### config.mk
export PLATFORM = sky130hd
export DESIGN_NAME = frequency_protection_element
export DESIGN_NICKNAME = d
export VERILOG_FILES = /design/src/freq_prot_pkg.sv /design/src/delay_timer.sv /design/src/surge_meter.sv /design/src/frequency_protection_element.sv
export SDC_FILE = /design/constraint.sdc
export NUM_CORES = 2
export LEC_CHECK = 0
export ABC_AREA = 1
export BUFFER_PORTS_ARGS = -buffer_cell sky130_fd_sc_hd__buf_2
export CAP_MARGIN = 20
export CORE_MARGIN = 5
export CORE_UTILIZATION = 30
export CTS_CLUSTER_SIZE = 30
export DETAILED_ROUTE_END_ITERATION = 12
export HOLD_SLACK_MARGIN = 0.12
export PLACE_DENSITY = 0.49
export SETUP_SLACK_MARGIN = 0.4
export SLEW_MARGIN = 40
export SYNTH_ARGS = -nofsm -noshare
export SYNTH_HDL_FRONTEND = slang
export SYNTH_SLANG_ARGS = --single-unit
### constraint.sdc
create_clock -name ref_clk -period 6.7 [get_ports ref_clk]
set_input_delay 0 -clock ref_clk [delete_from_list [all_inputs] [get_ports ref_clk]]
set_output_delay 0 -clock ref_clk [all_outputs]
set_load 0.1 [all_outputs]
### src/freq_prot_pkg.sv
// Constants, types and helper functions of the frequency protection element.
// Overview of operation
// - Gradient mode: violation gives alarm, starts delay.
// - Gradient mode trips if still violated at expiry.
// - Sign selects rising, falling or both directions.
// - Under-plus-gradient needs low frequency and gradient.
// - Over-plus-gradient needs high frequency and gradient.
// - Combined modes: both conditions give alarm, delay.
// - Combined modes trip if both hold at expiry.
// - Interval modes: crossing gives alarm, starts interval.
// - Trip when change reached inside the interval.
// - Interval expiry inhibits until a new crossing.
// - Change is decrease for under, increase for over.
// - Each zero crossing measures cycle against reference.
// - Surge in enough phases trips at once.
// - Low voltage inhibits surge, faster than detection.
// - Lost phase inhibits surge tripping.
// - Surge detected within sixty milliseconds.
// - Slow frequency drift never counts as surge.
// - Recovery keeps blocking 0.5 s, zero frequency 0.3 s.
// - Gradient window limited to two to ten periods.
package freq_prot_pkg;
   localparam int FREQ_W = 16;
   localparam int GRAD_W = 16;
   localparam int MS_W = 16;
   localparam int CYC_W = 24;
   localparam int REC_W = 25;
   localparam int WIN_W = 4;
   localparam int CLK_HZ = 50000000;
   localparam int MS_PER_S = 1000;
   localparam int MS_CYCLES = CLK_HZ / MS_PER_S;
   localparam int BLOCK_HOLD_MS = 500;
   localparam int FREQ_ZERO_MS = 300;
   localparam int SURGE_LATENCY_MS = 60;
   localparam int BLOCK_HOLD_CYCLES = BLOCK_HOLD_MS * MS_CYCLES;
   localparam int FREQ_ZERO_CYCLES = FREQ_ZERO_MS * MS_CYCLES;
   localparam int SURGE_LATENCY_CYCLES = SURGE_LATENCY_MS * MS_CYCLES;
   localparam logic [WIN_W-1:0] WINDOW_MIN = 4'h2;
   localparam logic [WIN_W-1:0] WINDOW_MAX = 4'hA;
   localparam logic [WIN_W-1:0] WINDOW_RESET = WINDOW_MIN;
   localparam logic [REC_W-1:0] RECOVERY_RESET = 25'h0000000;
   localparam logic [FREQ_W-1:0] REPORT_RESET = 16'h0000;

   typedef enum logic [2:0] {
      MODE_GRADIENT,
      MODE_UNDER_GRAD,
      MODE_OVER_GRAD,
      MODE_UNDER_CHANGE,
      MODE_OVER_CHANGE,
      MODE_SURGE
   } mode_type;

   typedef enum logic [1:0] {
      SIGN_POS,
      SIGN_NEG,
      SIGN_ABS
   } sign_type;

   typedef enum logic [1:0] {
      SURGE_ALL,
      SURGE_TWO,
      SURGE_ONE
   } surge_count_type;

   // True when the frequency lies beyond the pickup threshold.
   function automatic logic beyond(input logic [FREQ_W-1:0] freq, input logic [FREQ_W-1:0] thr,
                                   input logic over);
      beyond = over ? (freq > thr) : (freq < thr);
   endfunction

   // True when the gradient violates the magnitude threshold in the selected direction.
   function automatic logic grad_violate(input logic signed [GRAD_W-1:0] grad,
                                         input logic [GRAD_W-2:0] thr, input sign_type sign);
      logic signed [GRAD_W-1:0] lim;
      lim = signed'({1'b0, thr});
      case (sign)
         SIGN_POS: grad_violate = grad >= lim;
         SIGN_NEG: grad_violate = grad <= -lim;
         SIGN_ABS: grad_violate = (grad >= lim) || (grad <= -lim);
         default: grad_violate = 1'b0;
      endcase
   endfunction

   // True when the change since the start sample reaches the threshold.
   function automatic logic change_reached(input logic [FREQ_W-1:0] start, input logic [FREQ_W-1:0] now,
                                           input logic [FREQ_W-1:0] thr, input logic over);
      if (over)
         change_reached = (now >= start) && ((now - start) >= thr);
      else
         change_reached = (start >= now) && ((start - now) >= thr);
   endfunction
endpackage

### src/delay_timer.sv
// Millisecond delay timer used for the trip delay and the supervision interval.
`timescale 1ns/1ps
module delay_timer #(
   parameter int MS_CYCLES = freq_prot_pkg::MS_CYCLES
) (
   input logic ref_clk,
   input logic nrst,
   input logic run,
   input logic [freq_prot_pkg::MS_W-1:0] limit_ms,
   output logic expired
);
   typedef struct packed {
      logic [freq_prot_pkg::CYC_W-1:0] prescale;
      logic [freq_prot_pkg::MS_W-1:0] ms;
      logic expired;
   } timer_state_type;

   timer_state_type state;
   timer_state_type next_state;

   always_comb
   begin
      next_state = state;
      if (!run)
      begin
         next_state = '0;
      end
      else if (!state.expired)
      begin
         if (state.prescale == freq_prot_pkg::CYC_W'(MS_CYCLES - 1))
         begin
            next_state.prescale = '0;
            next_state.ms = state.ms + 16'h0001;
         end
         else
         begin
            next_state.prescale = state.prescale + 24'h000001;
         end
         next_state.expired = next_state.ms >= limit_ms;
      end
   end

   always_ff @(posedge ref_clk or negedge nrst)
   begin
      if (!nrst)
         state <= '0;
      else
         state <= next_state;
   end

   assign expired = state.expired;
endmodule // delay_timer

### src/surge_meter.sv
// Cycle duration meter of one phase for vector surge detection.
`timescale 1ns/1ps
module surge_meter #(
   parameter int LATENCY_CYCLES = freq_prot_pkg::SURGE_LATENCY_CYCLES
) (
   input logic ref_clk,
   input logic nrst,
   input logic hold,
   input logic zero_cross,
   input logic [freq_prot_pkg::CYC_W-1:0] threshold,
   output logic surge
);
   typedef struct packed {
      logic [freq_prot_pkg::CYC_W-1:0] count;
      logic [freq_prot_pkg::CYC_W-1:0] ref_time;
      logic ref_valid;
      logic surge;
   } meter_state_type;

   meter_state_type state;
   meter_state_type next_state;
   logic [freq_prot_pkg::CYC_W-1:0] deviation;

   always_comb
   begin
      next_state = state;
      deviation = (state.count > state.ref_time) ? state.count - state.ref_time : state.ref_time - state.count;
      if (hold)
      begin
         next_state = '0;
      end
      else if (zero_cross)
      begin
         next_state.surge = state.ref_valid && (deviation > threshold);
         next_state.ref_time = state.count;
         next_state.ref_valid = 1'b1;
         next_state.count = 24'h000001;
      end
      else if (state.count >= freq_prot_pkg::CYC_W'(LATENCY_CYCLES))
      begin
         next_state.ref_valid = 1'b0;
         next_state.surge = 1'b0;
      end
      else
      begin
         next_state.count = state.count + 24'h000001;
         if (state.ref_valid && (state.count > state.ref_time) && (deviation > threshold))
            next_state.surge = 1'b1;
      end
   end

   always_ff @(posedge ref_clk or negedge nrst)
   begin
      if (!nrst)
         state <= '0;
      else
         state <= next_state;
   end

   assign surge = state.surge;
endmodule // surge_meter

### src/frequency_protection_element.sv
// Top level decision logic of one frequency protection element.
`timescale 1ns/1ps
module frequency_protection_element #(
   parameter int MS_CYCLES = freq_prot_pkg::MS_CYCLES,
   parameter int BLOCK_HOLD_CYCLES = freq_prot_pkg::BLOCK_HOLD_CYCLES,
   parameter int FREQ_ZERO_CYCLES = freq_prot_pkg::FREQ_ZERO_CYCLES,
   parameter int SURGE_LATENCY_CYCLES = freq_prot_pkg::SURGE_LATENCY_CYCLES
) (
   input logic ref_clk,
   input logic nrst,
   input freq_prot_pkg::mode_type mode,
   input freq_prot_pkg::sign_type grad_sign,
   input freq_prot_pkg::surge_count_type surge_phases,
   input logic block_in,
   input logic voltage_low,
   input logic phase_lost,
   input logic [freq_prot_pkg::FREQ_W-1:0] freq_a,
   input logic [freq_prot_pkg::FREQ_W-1:0] freq_b,
   input logic [freq_prot_pkg::FREQ_W-1:0] freq_c,
   input logic signed [freq_prot_pkg::GRAD_W-1:0] grad_a,
   input logic signed [freq_prot_pkg::GRAD_W-1:0] grad_b,
   input logic signed [freq_prot_pkg::GRAD_W-1:0] grad_c,
   input logic zero_cross_a,
   input logic zero_cross_b,
   input logic zero_cross_c,
   input logic [freq_prot_pkg::FREQ_W-1:0] freq_pickup_threshold,
   input logic [freq_prot_pkg::GRAD_W-2:0] freq_gradient_threshold,
   input logic [freq_prot_pkg::FREQ_W-1:0] freq_change_threshold,
   input logic [freq_prot_pkg::MS_W-1:0] supervision_interval,
   input logic [freq_prot_pkg::MS_W-1:0] trip_delay,
   input logic [freq_prot_pkg::CYC_W-1:0] surge_threshold,
   input logic [freq_prot_pkg::WIN_W-1:0] gradient_measure_window,
   output logic alarm,
   output logic trip,
   output logic frequency_blocked,
   output logic [freq_prot_pkg::FREQ_W-1:0] reported_freq,
   output logic [freq_prot_pkg::WIN_W-1:0] gradient_window_periods
);
   typedef struct packed {
      logic alarm;
      logic trip;
      logic inhibit;
      logic blocked;
      logic [2:0] prev_beyond;
      logic [2:0][freq_prot_pkg::FREQ_W-1:0] start_freq;
      logic [freq_prot_pkg::REC_W-1:0] recovery;
      logic [freq_prot_pkg::FREQ_W-1:0] report;
      logic [freq_prot_pkg::WIN_W-1:0] window;
   } element_state_type;

   element_state_type state;
   element_state_type next_state;

   logic [2:0][freq_prot_pkg::FREQ_W-1:0] freq;
   logic [2:0][freq_prot_pkg::GRAD_W-1:0] grad;
   logic [2:0] zero_cross;
   logic [2:0] beyond;
   logic [2:0] grad_hit;
   logic [2:0] change_hit;
   logic [2:0] surge_hit;
   logic [1:0] surge_sum;
   logic over;
   logic low_block;
   logic blocked;
   logic new_cross;
   logic pickup;
   logic surge_ok;
   logic surge_inhibit;
   logic timer_run;
   logic timer_expired;
   logic [freq_prot_pkg::MS_W-1:0] timer_limit;

   assign freq[0] = freq_a;
   assign freq[1] = freq_b;
   assign freq[2] = freq_c;
   assign grad[0] = grad_a;
   assign grad[1] = grad_b;
   assign grad[2] = grad_c;
   assign zero_cross[0] = zero_cross_a;
   assign zero_cross[1] = zero_cross_b;
   assign zero_cross[2] = zero_cross_c;

   // One cycle duration meter per phase.
   for (genvar i = 0; i < 3; i++)
   begin : g_meter
      surge_meter #(
         .LATENCY_CYCLES(SURGE_LATENCY_CYCLES)
      ) u_meter (
         .ref_clk(ref_clk),
         .nrst(nrst),
         .hold(voltage_low),
         .zero_cross(zero_cross[i]),
         .threshold(surge_threshold),
         .surge(surge_hit[i])
      );
   end

   // Shared timer: trip delay in gradient modes, supervision interval in change modes.
   delay_timer #(
      .MS_CYCLES(MS_CYCLES)
   ) u_timer (
      .ref_clk(ref_clk),
      .nrst(nrst),
      .run(timer_run),
      .limit_ms(timer_limit),
      .expired(timer_expired)
   );

   // Per-phase threshold evaluation.
   always_comb
   begin
      over = (mode == freq_prot_pkg::MODE_OVER_GRAD) || (mode == freq_prot_pkg::MODE_OVER_CHANGE);
      for (int i = 0; i < 3; i++)
      begin
         beyond[i] = freq_prot_pkg::beyond(freq[i], freq_pickup_threshold, over);
         grad_hit[i] = freq_prot_pkg::grad_violate(grad[i], freq_gradient_threshold, grad_sign);
         change_hit[i] = freq_prot_pkg::change_reached(state.start_freq[i], freq[i],
                                                       freq_change_threshold, over);
      end
   end

   assign surge_sum = 2'(surge_hit[0]) + 2'(surge_hit[1]) + 2'(surge_hit[2]);

   always_comb
   begin
      case (surge_phases)
         freq_prot_pkg::SURGE_ALL: surge_ok = surge_sum == 2'h3;
         freq_prot_pkg::SURGE_TWO: surge_ok = surge_sum >= 2'h2;
         freq_prot_pkg::SURGE_ONE: surge_ok = surge_sum >= 2'h1;
         default: surge_ok = 1'b0;
      endcase
   end

   // Undervoltage block is held after recovery.
   assign low_block = voltage_low || (state.recovery < freq_prot_pkg::REC_W'(BLOCK_HOLD_CYCLES));
   assign blocked = block_in || low_block;
   assign surge_inhibit = block_in || voltage_low || phase_lost;
   assign new_cross = |(beyond & ~state.prev_beyond);
   assign timer_run = next_state.alarm && (mode != freq_prot_pkg::MODE_SURGE);

   always_comb
   begin
      if ((mode == freq_prot_pkg::MODE_UNDER_CHANGE) || (mode == freq_prot_pkg::MODE_OVER_CHANGE))
         timer_limit = supervision_interval;
      else
         timer_limit = trip_delay;
   end

   always_comb
   begin
      next_state = state;
      pickup = 1'b0;
      next_state.prev_beyond = beyond;
      next_state.blocked = blocked;

      // Recovery timing after low voltage.
      if (voltage_low)
      begin
         next_state.recovery = freq_prot_pkg::RECOVERY_RESET;
      end
      else if (state.recovery < freq_prot_pkg::REC_W'(BLOCK_HOLD_CYCLES))
      begin
         next_state.recovery = state.recovery + 25'h0000001;
      end

      // Reported frequency is forced to zero during and after low voltage.
      if (voltage_low || (state.recovery < freq_prot_pkg::REC_W'(FREQ_ZERO_CYCLES)))
      begin
         next_state.report = freq_prot_pkg::REPORT_RESET;
      end
      else
      begin
         next_state.report = freq[0];
      end

      // Gradient window is clamped to its legal span.
      if (gradient_measure_window < freq_prot_pkg::WINDOW_MIN)
      begin
         next_state.window = freq_prot_pkg::WINDOW_MIN;
      end
      else if (gradient_measure_window > freq_prot_pkg::WINDOW_MAX)
      begin
         next_state.window = freq_prot_pkg::WINDOW_MAX;
      end
      else
      begin
         next_state.window = gradient_measure_window;
      end

      case (mode)
         freq_prot_pkg::MODE_GRADIENT:
         begin
            pickup = |grad_hit;
            next_state.alarm = pickup && !blocked;
            next_state.trip = pickup && !blocked && state.alarm && timer_expired;
            next_state.inhibit = 1'b0;
         end
         freq_prot_pkg::MODE_UNDER_GRAD:
         begin
            pickup = |(grad_hit & beyond);
            next_state.alarm = pickup && !blocked;
            next_state.trip = pickup && !blocked && state.alarm && timer_expired;
            next_state.inhibit = 1'b0;
         end
         freq_prot_pkg::MODE_OVER_GRAD:
         begin
            pickup = |(grad_hit & beyond);
            next_state.alarm = pickup && !blocked;
            next_state.trip = pickup && !blocked && state.alarm && timer_expired;
            next_state.inhibit = 1'b0;
         end
         freq_prot_pkg::MODE_UNDER_CHANGE, freq_prot_pkg::MODE_OVER_CHANGE:
         begin
            pickup = |beyond;
            if (blocked || !pickup)
            begin
               next_state.alarm = 1'b0;
               next_state.trip = 1'b0;
            end
            else if (new_cross && !state.alarm)
            begin
               next_state.alarm = 1'b1;
               next_state.trip = 1'b0;
               next_state.inhibit = 1'b0;
               next_state.start_freq = freq;
            end
            else if (state.inhibit)
            begin
               next_state.alarm = 1'b0;
               next_state.trip = 1'b0;
            end
            else if (state.trip)
            begin
               next_state.trip = 1'b1;
            end
            else if (|(beyond & change_hit) && !timer_expired)
            begin
               next_state.trip = 1'b1;
            end
            else if (timer_expired)
            begin
               next_state.alarm = 1'b0;
               next_state.inhibit = 1'b1;
            end
         end
         freq_prot_pkg::MODE_SURGE:
         begin
            pickup = surge_ok;
            next_state.alarm = surge_ok && !surge_inhibit;
            next_state.trip = surge_ok && !surge_inhibit;
            next_state.inhibit = 1'b0;
         end
         default:
         begin
            next_state.alarm = 1'b0;
            next_state.trip = 1'b0;
            next_state.inhibit = 1'b0;
         end
      endcase
   end

   always_ff @(posedge ref_clk or negedge nrst)
   begin
      if (!nrst)
      begin
         state <= '0;
         state.window <= freq_prot_pkg::WINDOW_RESET;
      end
      else
      begin
         state <= next_state;
      end
   end

   assign alarm = state.alarm;
   assign trip = state.trip;
   assign frequency_blocked = state.blocked;
   assign reported_freq = state.report;
   assign gradient_window_periods = state.window;
endmodule // frequency_protection_element

=== Yosys cells after proc, flatten, opt, wreduce, memory -nomap -nowiden ===
Cells that the tools add are included.

* Bits in registers: 291
* Bits of input ports: 218
* Output and inout bits: 23
* Word-level logic and storage cells: 234

* $add $sub $neg: 21
* Magnitude comparators: 40
* Equality and inequality tests: 17
* Muxes and demuxes: 63
* Bitwise logic cells: 5
* Reductions and logical operators: 62

{| class="wikitable"
|+ Operators with widths
! kind !! number
|-
| 24-bit two-way mux || 13
|-
| 16-bit >= comparator || 16
|-
| 50-bit two-way mux || 3
|-
| 24-bit > comparator || 6
|-
| 24-bit subtractor || 6
|-
| 24-bit by 1-bit adder with 24-bit output (second input constant) || 4
|-
| 16-bit subtractor || 6
|-
| 41-bit two-way mux || 2
|-
| 16-bit two-way mux || 5
|-
| 24-bit by 22-bit >= comparator with 1-bit output (second input constant) || 3
|-
| 25-bit two-way mux || 2
|-
| 16-bit > comparator || 3
|-
| 16-bit less-or-equal comparator || 3
|-
| 16-bit less-than comparator || 3
|-
| 25-bit by 1-bit adder with 25-bit output (second input constant) || 1
|-
| 1-bit logical AND || 25
|-
| 25-bit by 24-bit less-than comparator with 1-bit output (second input constant) || 1
|-
| 25-bit less-than comparator (second input constant) || 1
|-
| 1-bit two-way mux || 25
|-
| 24-bit by 16-bit equality test with 1-bit output (second input constant) || 1
|-
| 16-bit by 1-bit adder with 16-bit output (second input constant) || 1
|-
| 15-bit negation with 16-bit output || 1
|-
| 3-bit OR reduction || 5
|-
| 3-bit inequality test (second input constant) || 4
|-
| 29 further kinds || 68
|}

=== Longest topological paths before layout ===
* Depth after elaboration: 18
* Mapped depth: 29
* Mapped depth without buffers: 27

=== Cells and area by module ===
A second synthesis with hierarchy kept.

* Cells, all modules: 6101
* Area total of the unflattened synthesis: 38542.0 µm²

{| class="wikitable"
|+ By module, submodules not included
! module !! instances !! cells an instance !! area each (µm²) !! sequential area each (µm²)
|-
| surge_meter || 3 || 1110 || 6573.8 || 1251.2
|-
| frequency_protection_element || 1 || 2229 || 15458.6 || 2503.7
|-
| delay_timer || 1 || 542 || 3362.0 || 1026.0
|}

=== Least setup slack after synthesis ===
Ideal clock, no wire load.

* Path type: register to register
* Start: reg g_meter[2].u_meter.state[26] (netlist bit)
* End: reg g_meter[2].u_meter.state, in the netlist g_meter[2].u_meter.surge
* Arrival time: 3.702 ns
* Path slack: 2.880 ns
* Cell stages (with the launch flop): 22
* Period minus slack after synthesis: 3.820 ns
* Cells stage by stage: dfrtp_1 > inv_1 > ha_1 > inv_1 > fa_1 > a21oi_1 > o21ai_2 > a21oi_2 > o21ai_2 > nand2_2 > buf_6 > nor2_1 > or3_1 > nand2_1 > inv_1 > ha_1 > nand2_1 > nor4b_1 > nand2_1 > or4_1 > nand4_1 > nand2_1

* Cells in the longest elaborated chain, start to end: 6
* Elaborated cells between the ends (all ways): 13

{| class="wikitable"
|+ Ends and longest elaborated chain
! what !! RTL line !! RTL
|-
| from (decl) || surge_meter.sv:20 || <nowiki>meter_state_type state;</nowiki>
|-
| from (signal assigned) || surge_meter.sv:57 || <nowiki>state <= next_state;</nowiki>
|-
| 24-bit subtractor or 24-bit > comparator (tied branches) || surge_meter.sv:27, surge_meter.sv:47 ||
|-
| 24-bit two-way mux || surge_meter.sv:27 || <nowiki>deviation = (state.count > state.ref_time) ? state.count - state.ref_time : state.ref_time - state.count;</nowiki>
|-
| 24-bit > comparator || surge_meter.sv:34, surge_meter.sv:47 ||
|-
| 1-bit logical AND || surge_meter.sv:34 || <nowiki>next_state.surge = state.ref_valid && (deviation > threshold);</nowiki>
|-
| 2-bit two-way mux || surge_meter.sv:32 || <nowiki>else if (zero_cross)</nowiki>
|-
| 50-bit two-way mux || surge_meter.sv:28 || <nowiki>if (hold)</nowiki>
|}

Parallel ways exist; a longest one is shown, timed or not.
A chain may end at the register's enable or synchronous reset.

==> flow_summary.yaml <==
status:
  status: "complete, no violations"
yosys:
  ys_seq_area_share_pct: 21.0
  synth.area.mux_share_pct: 1.08
  synth_adder_area_share_pct: 21.2
  ys_async_sr_fraction_pct: 100
  synthSimpleGateAreaFrac_pct: 21.2
  synth_top_family_by_area: "simple AND/OR/NAND/NOR gates"
  synth-compound-area-share_pct: 19.5
  synth_ff_type: "dfrtp_1"
  ys_types: 69
  netlist_area_sq_um: 34600
  ys_warn_count: 0
  synth_xor_area_share_pct: 5.82
  synth-seq-cells: 291
  synth_nets: 5741
  synth_cells: 4944
  synth-edff-count: 0
  syn_area_per_cell_sq_um: 7.00
finish:
  final_cell_mix: "nand2_1 (906), inv_1 (738), ha_1 (566)"
  fin_cells: 6743
  final_common_cell: "nand2_1"
  drive_above_1_share_pct: 7.99
  fillerInstances: 12521
  nNetsFinal: 5997
  area_growth_pct: 14.2
  final_core_util_pct: 34.5
setup_path:
  cp.arrival_ns: 5.32
  worst_r2r_path_depth: 20
  crit_slowest_cell: "dlygate4sd3_1"
  worstPathRequired_ns: 7.18
  path_depth: 20
  crit_family: "buffers and inverters"
  path_buf_inv: 4
  start_kind: "register"
  cp-end-kind: "register"
  crit_chain: "nand2_1, nor3_1, nand4_2, nor2_2, nand3_1, nor2_2, nand4_1, nor2_1, nand2_1, nand2_1, inv_1, ha_1, a21o_1, a21oi_1, dlygate4sd3_1, nand2_1, dlygate4sd3_1, a21oi_1, dlygate4sd3_1, nor2_1"
  critPathMaxStageDelay_ns: 0.57
  worstPathMaxFanout: 11
  rrSetupSlack_ns: 1.86
  rr_endpoint: "u_timer.expired$_DFF_PN0_"
  r2r-start: "u_timer.state[32]$_DFFE_PN0P_"
  crit_type: "reg -> reg"
  crit_top_cell: "nand2_1"
sta:
  slew_violations: 0
  tightest_slew_ns: 0.745
  hold_viol_final: 0
  finalCritPeriodShare_pct: 72.3
  rsz0062_at_grt: "false"
  clock.fmax_mhz: 206
  fin_crit_ns: 4.84
  maxSlewHeadroom_pct: 49.8
  skew_ns: 0.0163
  setup_viol: 0
  worst_slack_ns: 1.86
  fin_tns_setup_ns: 0
die:
  core_area_sq_um: 115000
  fp-row-count: 124
  ioPinCount: 241
  fp.dieH_um: 350
  dieArea_sq_um: 122000
  die_w_um: 350
  start_util_pct: 30.2
placed_design:
  dp_hpwl_mm: 99.4
  place_congestion: 0.943
  place_inst: 6584
  dpl_worst_slack_ns: 2.01
  io_buffers: 240
global_route:
  grt_first_pass_wirelength_mm: 190
  grt_pass1_vias: 33680
  grt_max_degree: 121
  grt_overflow: 0
  grt_antenna_before_repair: 2
  grtUsageTotal_pct: 19.4
route:
  drcViolationCount: 0
  drt_iter0_markers: 2003
  vias: 33915
  drt_pass1_iterations: 6
  antenna_left: 0
  wirelength_mm: 122
  post_drt_wl_per_cell_um: 18.1
  viasPerCell: 5.03
hold_path:
  hold_depth: 4
  whs_endpoint: "state[61]$_DFFE_PN0P_"
  hp-class: "in -> reg"
  min_from: "freq_b[0]"
flow_run:
  cap_viol_max_count: 0
clock_tree:
  cts_max_path_buffers: 3
  clock_latency_ns: 0.62
  tritoncts: "built"
  root_buffer: "clkbuf_16"
  clock_sinks: 291
  path_clk_slew_ns: 0.06
  cts.htree.levels: 2
  numCtsBuffers: 43
power:
  irDropWorstVdd_mv: 0.170
  powerDensity_nw_per_um2: 154
  leakage_nw: 20.0
sequential cells by signal, summed over array words and instances (netlist names), 3 cells and up:
name and flops:
g_meter.u_meter.state 147, state 77, u_timer.state 40, reported_freq 16, gradient_window_periods 4, g_meter.u_meter.surge 3
kinds of logic (layout without fill, tap and decap cells):
family	after synthesis	count (layout)
AO/OA/AOI/OAI	1196	1196
XOR/XNOR	230	230
adder cells (fa/ha/maj)	579	579
buffers and inverters	886	1171
flip-flops	291	291
multiplexers	35	35
other	0	2
AND/OR/NAND/NOR	1727	1727
metrics by stage:
stage	power [mW]	hold WS, ns	cell area (sq um)
6_report	6.07	0.167	39500
3_3_place_gp	3.66	-0.0374	37200
2_1_floorplan	3.09	-0.296	34600
5_1_grt	6.50	0.192	39500
4_1_cts	6.18	0.125	39500
3_5_place_dp	3.67	-0.0363	37200
worst max path at each step:
stage,end,start,slack (ns)
after CTS,u_timer.expired$_DFF_PN0_,u_timer.state[17]$_DFFE_PN0P_,1.85
after global placement,g_meter[2].u_meter.surge$_DFFE_PN0P_,g_meter[2].u_meter.state[26]$_DFFE_PN0P_,2.07
after detailed placement,g_meter[2].u_meter.surge$_DFFE_PN0P_,g_meter[2].u_meter.state[26]$_DFFE_PN0P_,2.01
final,u_timer.expired$_DFF_PN0_,u_timer.state[32]$_DFFE_PN0P_,1.86
after floorplan,g_meter[2].u_meter.surge$_DFFE_PN0P_,g_meter[2].u_meter.state[26]$_DFFE_PN0P_,2.88
after global routing,u_timer.expired$_DFF_PN0_,u_timer.state[17]$_DFFE_PN0P_,1.45
worst min-delay path, delay by kind of cell:
kind,cells,cell delay (ns)
compound gates,1,0.06
buf+inv,2,0.64
simple gates,1,0.05
where the power goes:
group | internal (mW) | switching (mW)
combinational | 0.711 | 1.18
sequential | 1.78 | 0.0154
clock | 1.42 | 0.971
final cells by class:
type / instances / area (sq um) / share of cell area (%)
inverters: 755 / 2840 / 7.18
repair buffers: 342 / 2230 / 5.65
diodes: 2 / 5.00 / 0.0127
clock buffers: 57 / 1200 / 3.03
flip-flops and latches: 291 / 7280 / 18.4
clock inverters: 17 / 240 / 0.608
well taps: 1512 / 1890 / 4.79
multi-input cells: 3767 / 23800 / 60.3
what timing repair did:
| action | CTS | global route |
|---|---|---|
| setup endpoints to repair | 0 | 0 |
| hold endpoints to repair | 424 | 0 |
| hold buffers | 82 | 0 |
| gates resized for setup | 0 | 0 |
| setup buffers | 0 | 0 |
layer usage:
layer / part of all wire [%] / GRT usage [%] / vias up
li1: - / - / 17114
met1: 46 / 25.8 / 15931
met2: 47 / 33.7 / 723
met3: 3.9 / 1.78 / 147
met4: 2.7 / 5.32 / 0
met5: 0 / 0 / -
Yosys cell counts (all sizes together) (3+ instances only):
master     n  area [sq um]
o21a      40           300
nor3     116           591
clkinv     6          22.5
o21ai    375          1900
and3       7          43.8
nand4     85           544
nand2    913          3450
a211oi    12          90.1
buf       49           360
o41ai     11          96.3
xnor2     35           307
o31ai      4          30.0
nor4      30           206
a221oi     8          70.1
clkbuf    82           313
nor3b      3          22.5
nand2b     3          18.8
mux2      18           203
o221ai    22           193
mux2i     17           170
fa        13           260
o211ai    27           203
ha       566          7080
nor2     369          1420
a21boi     6          45.1
o2111ai   11          96.3
o22ai     73           457
inv      749          2810
a21o      19           143
or2        6          37.5
a22oi      3          22.5
o21bai    11          82.6
a31oi     12          75.1
nand3    188           968
a21oi    555          2890
xor2     195          1710
dfrtp    290          7260
(Power assumes the default switching activity.)
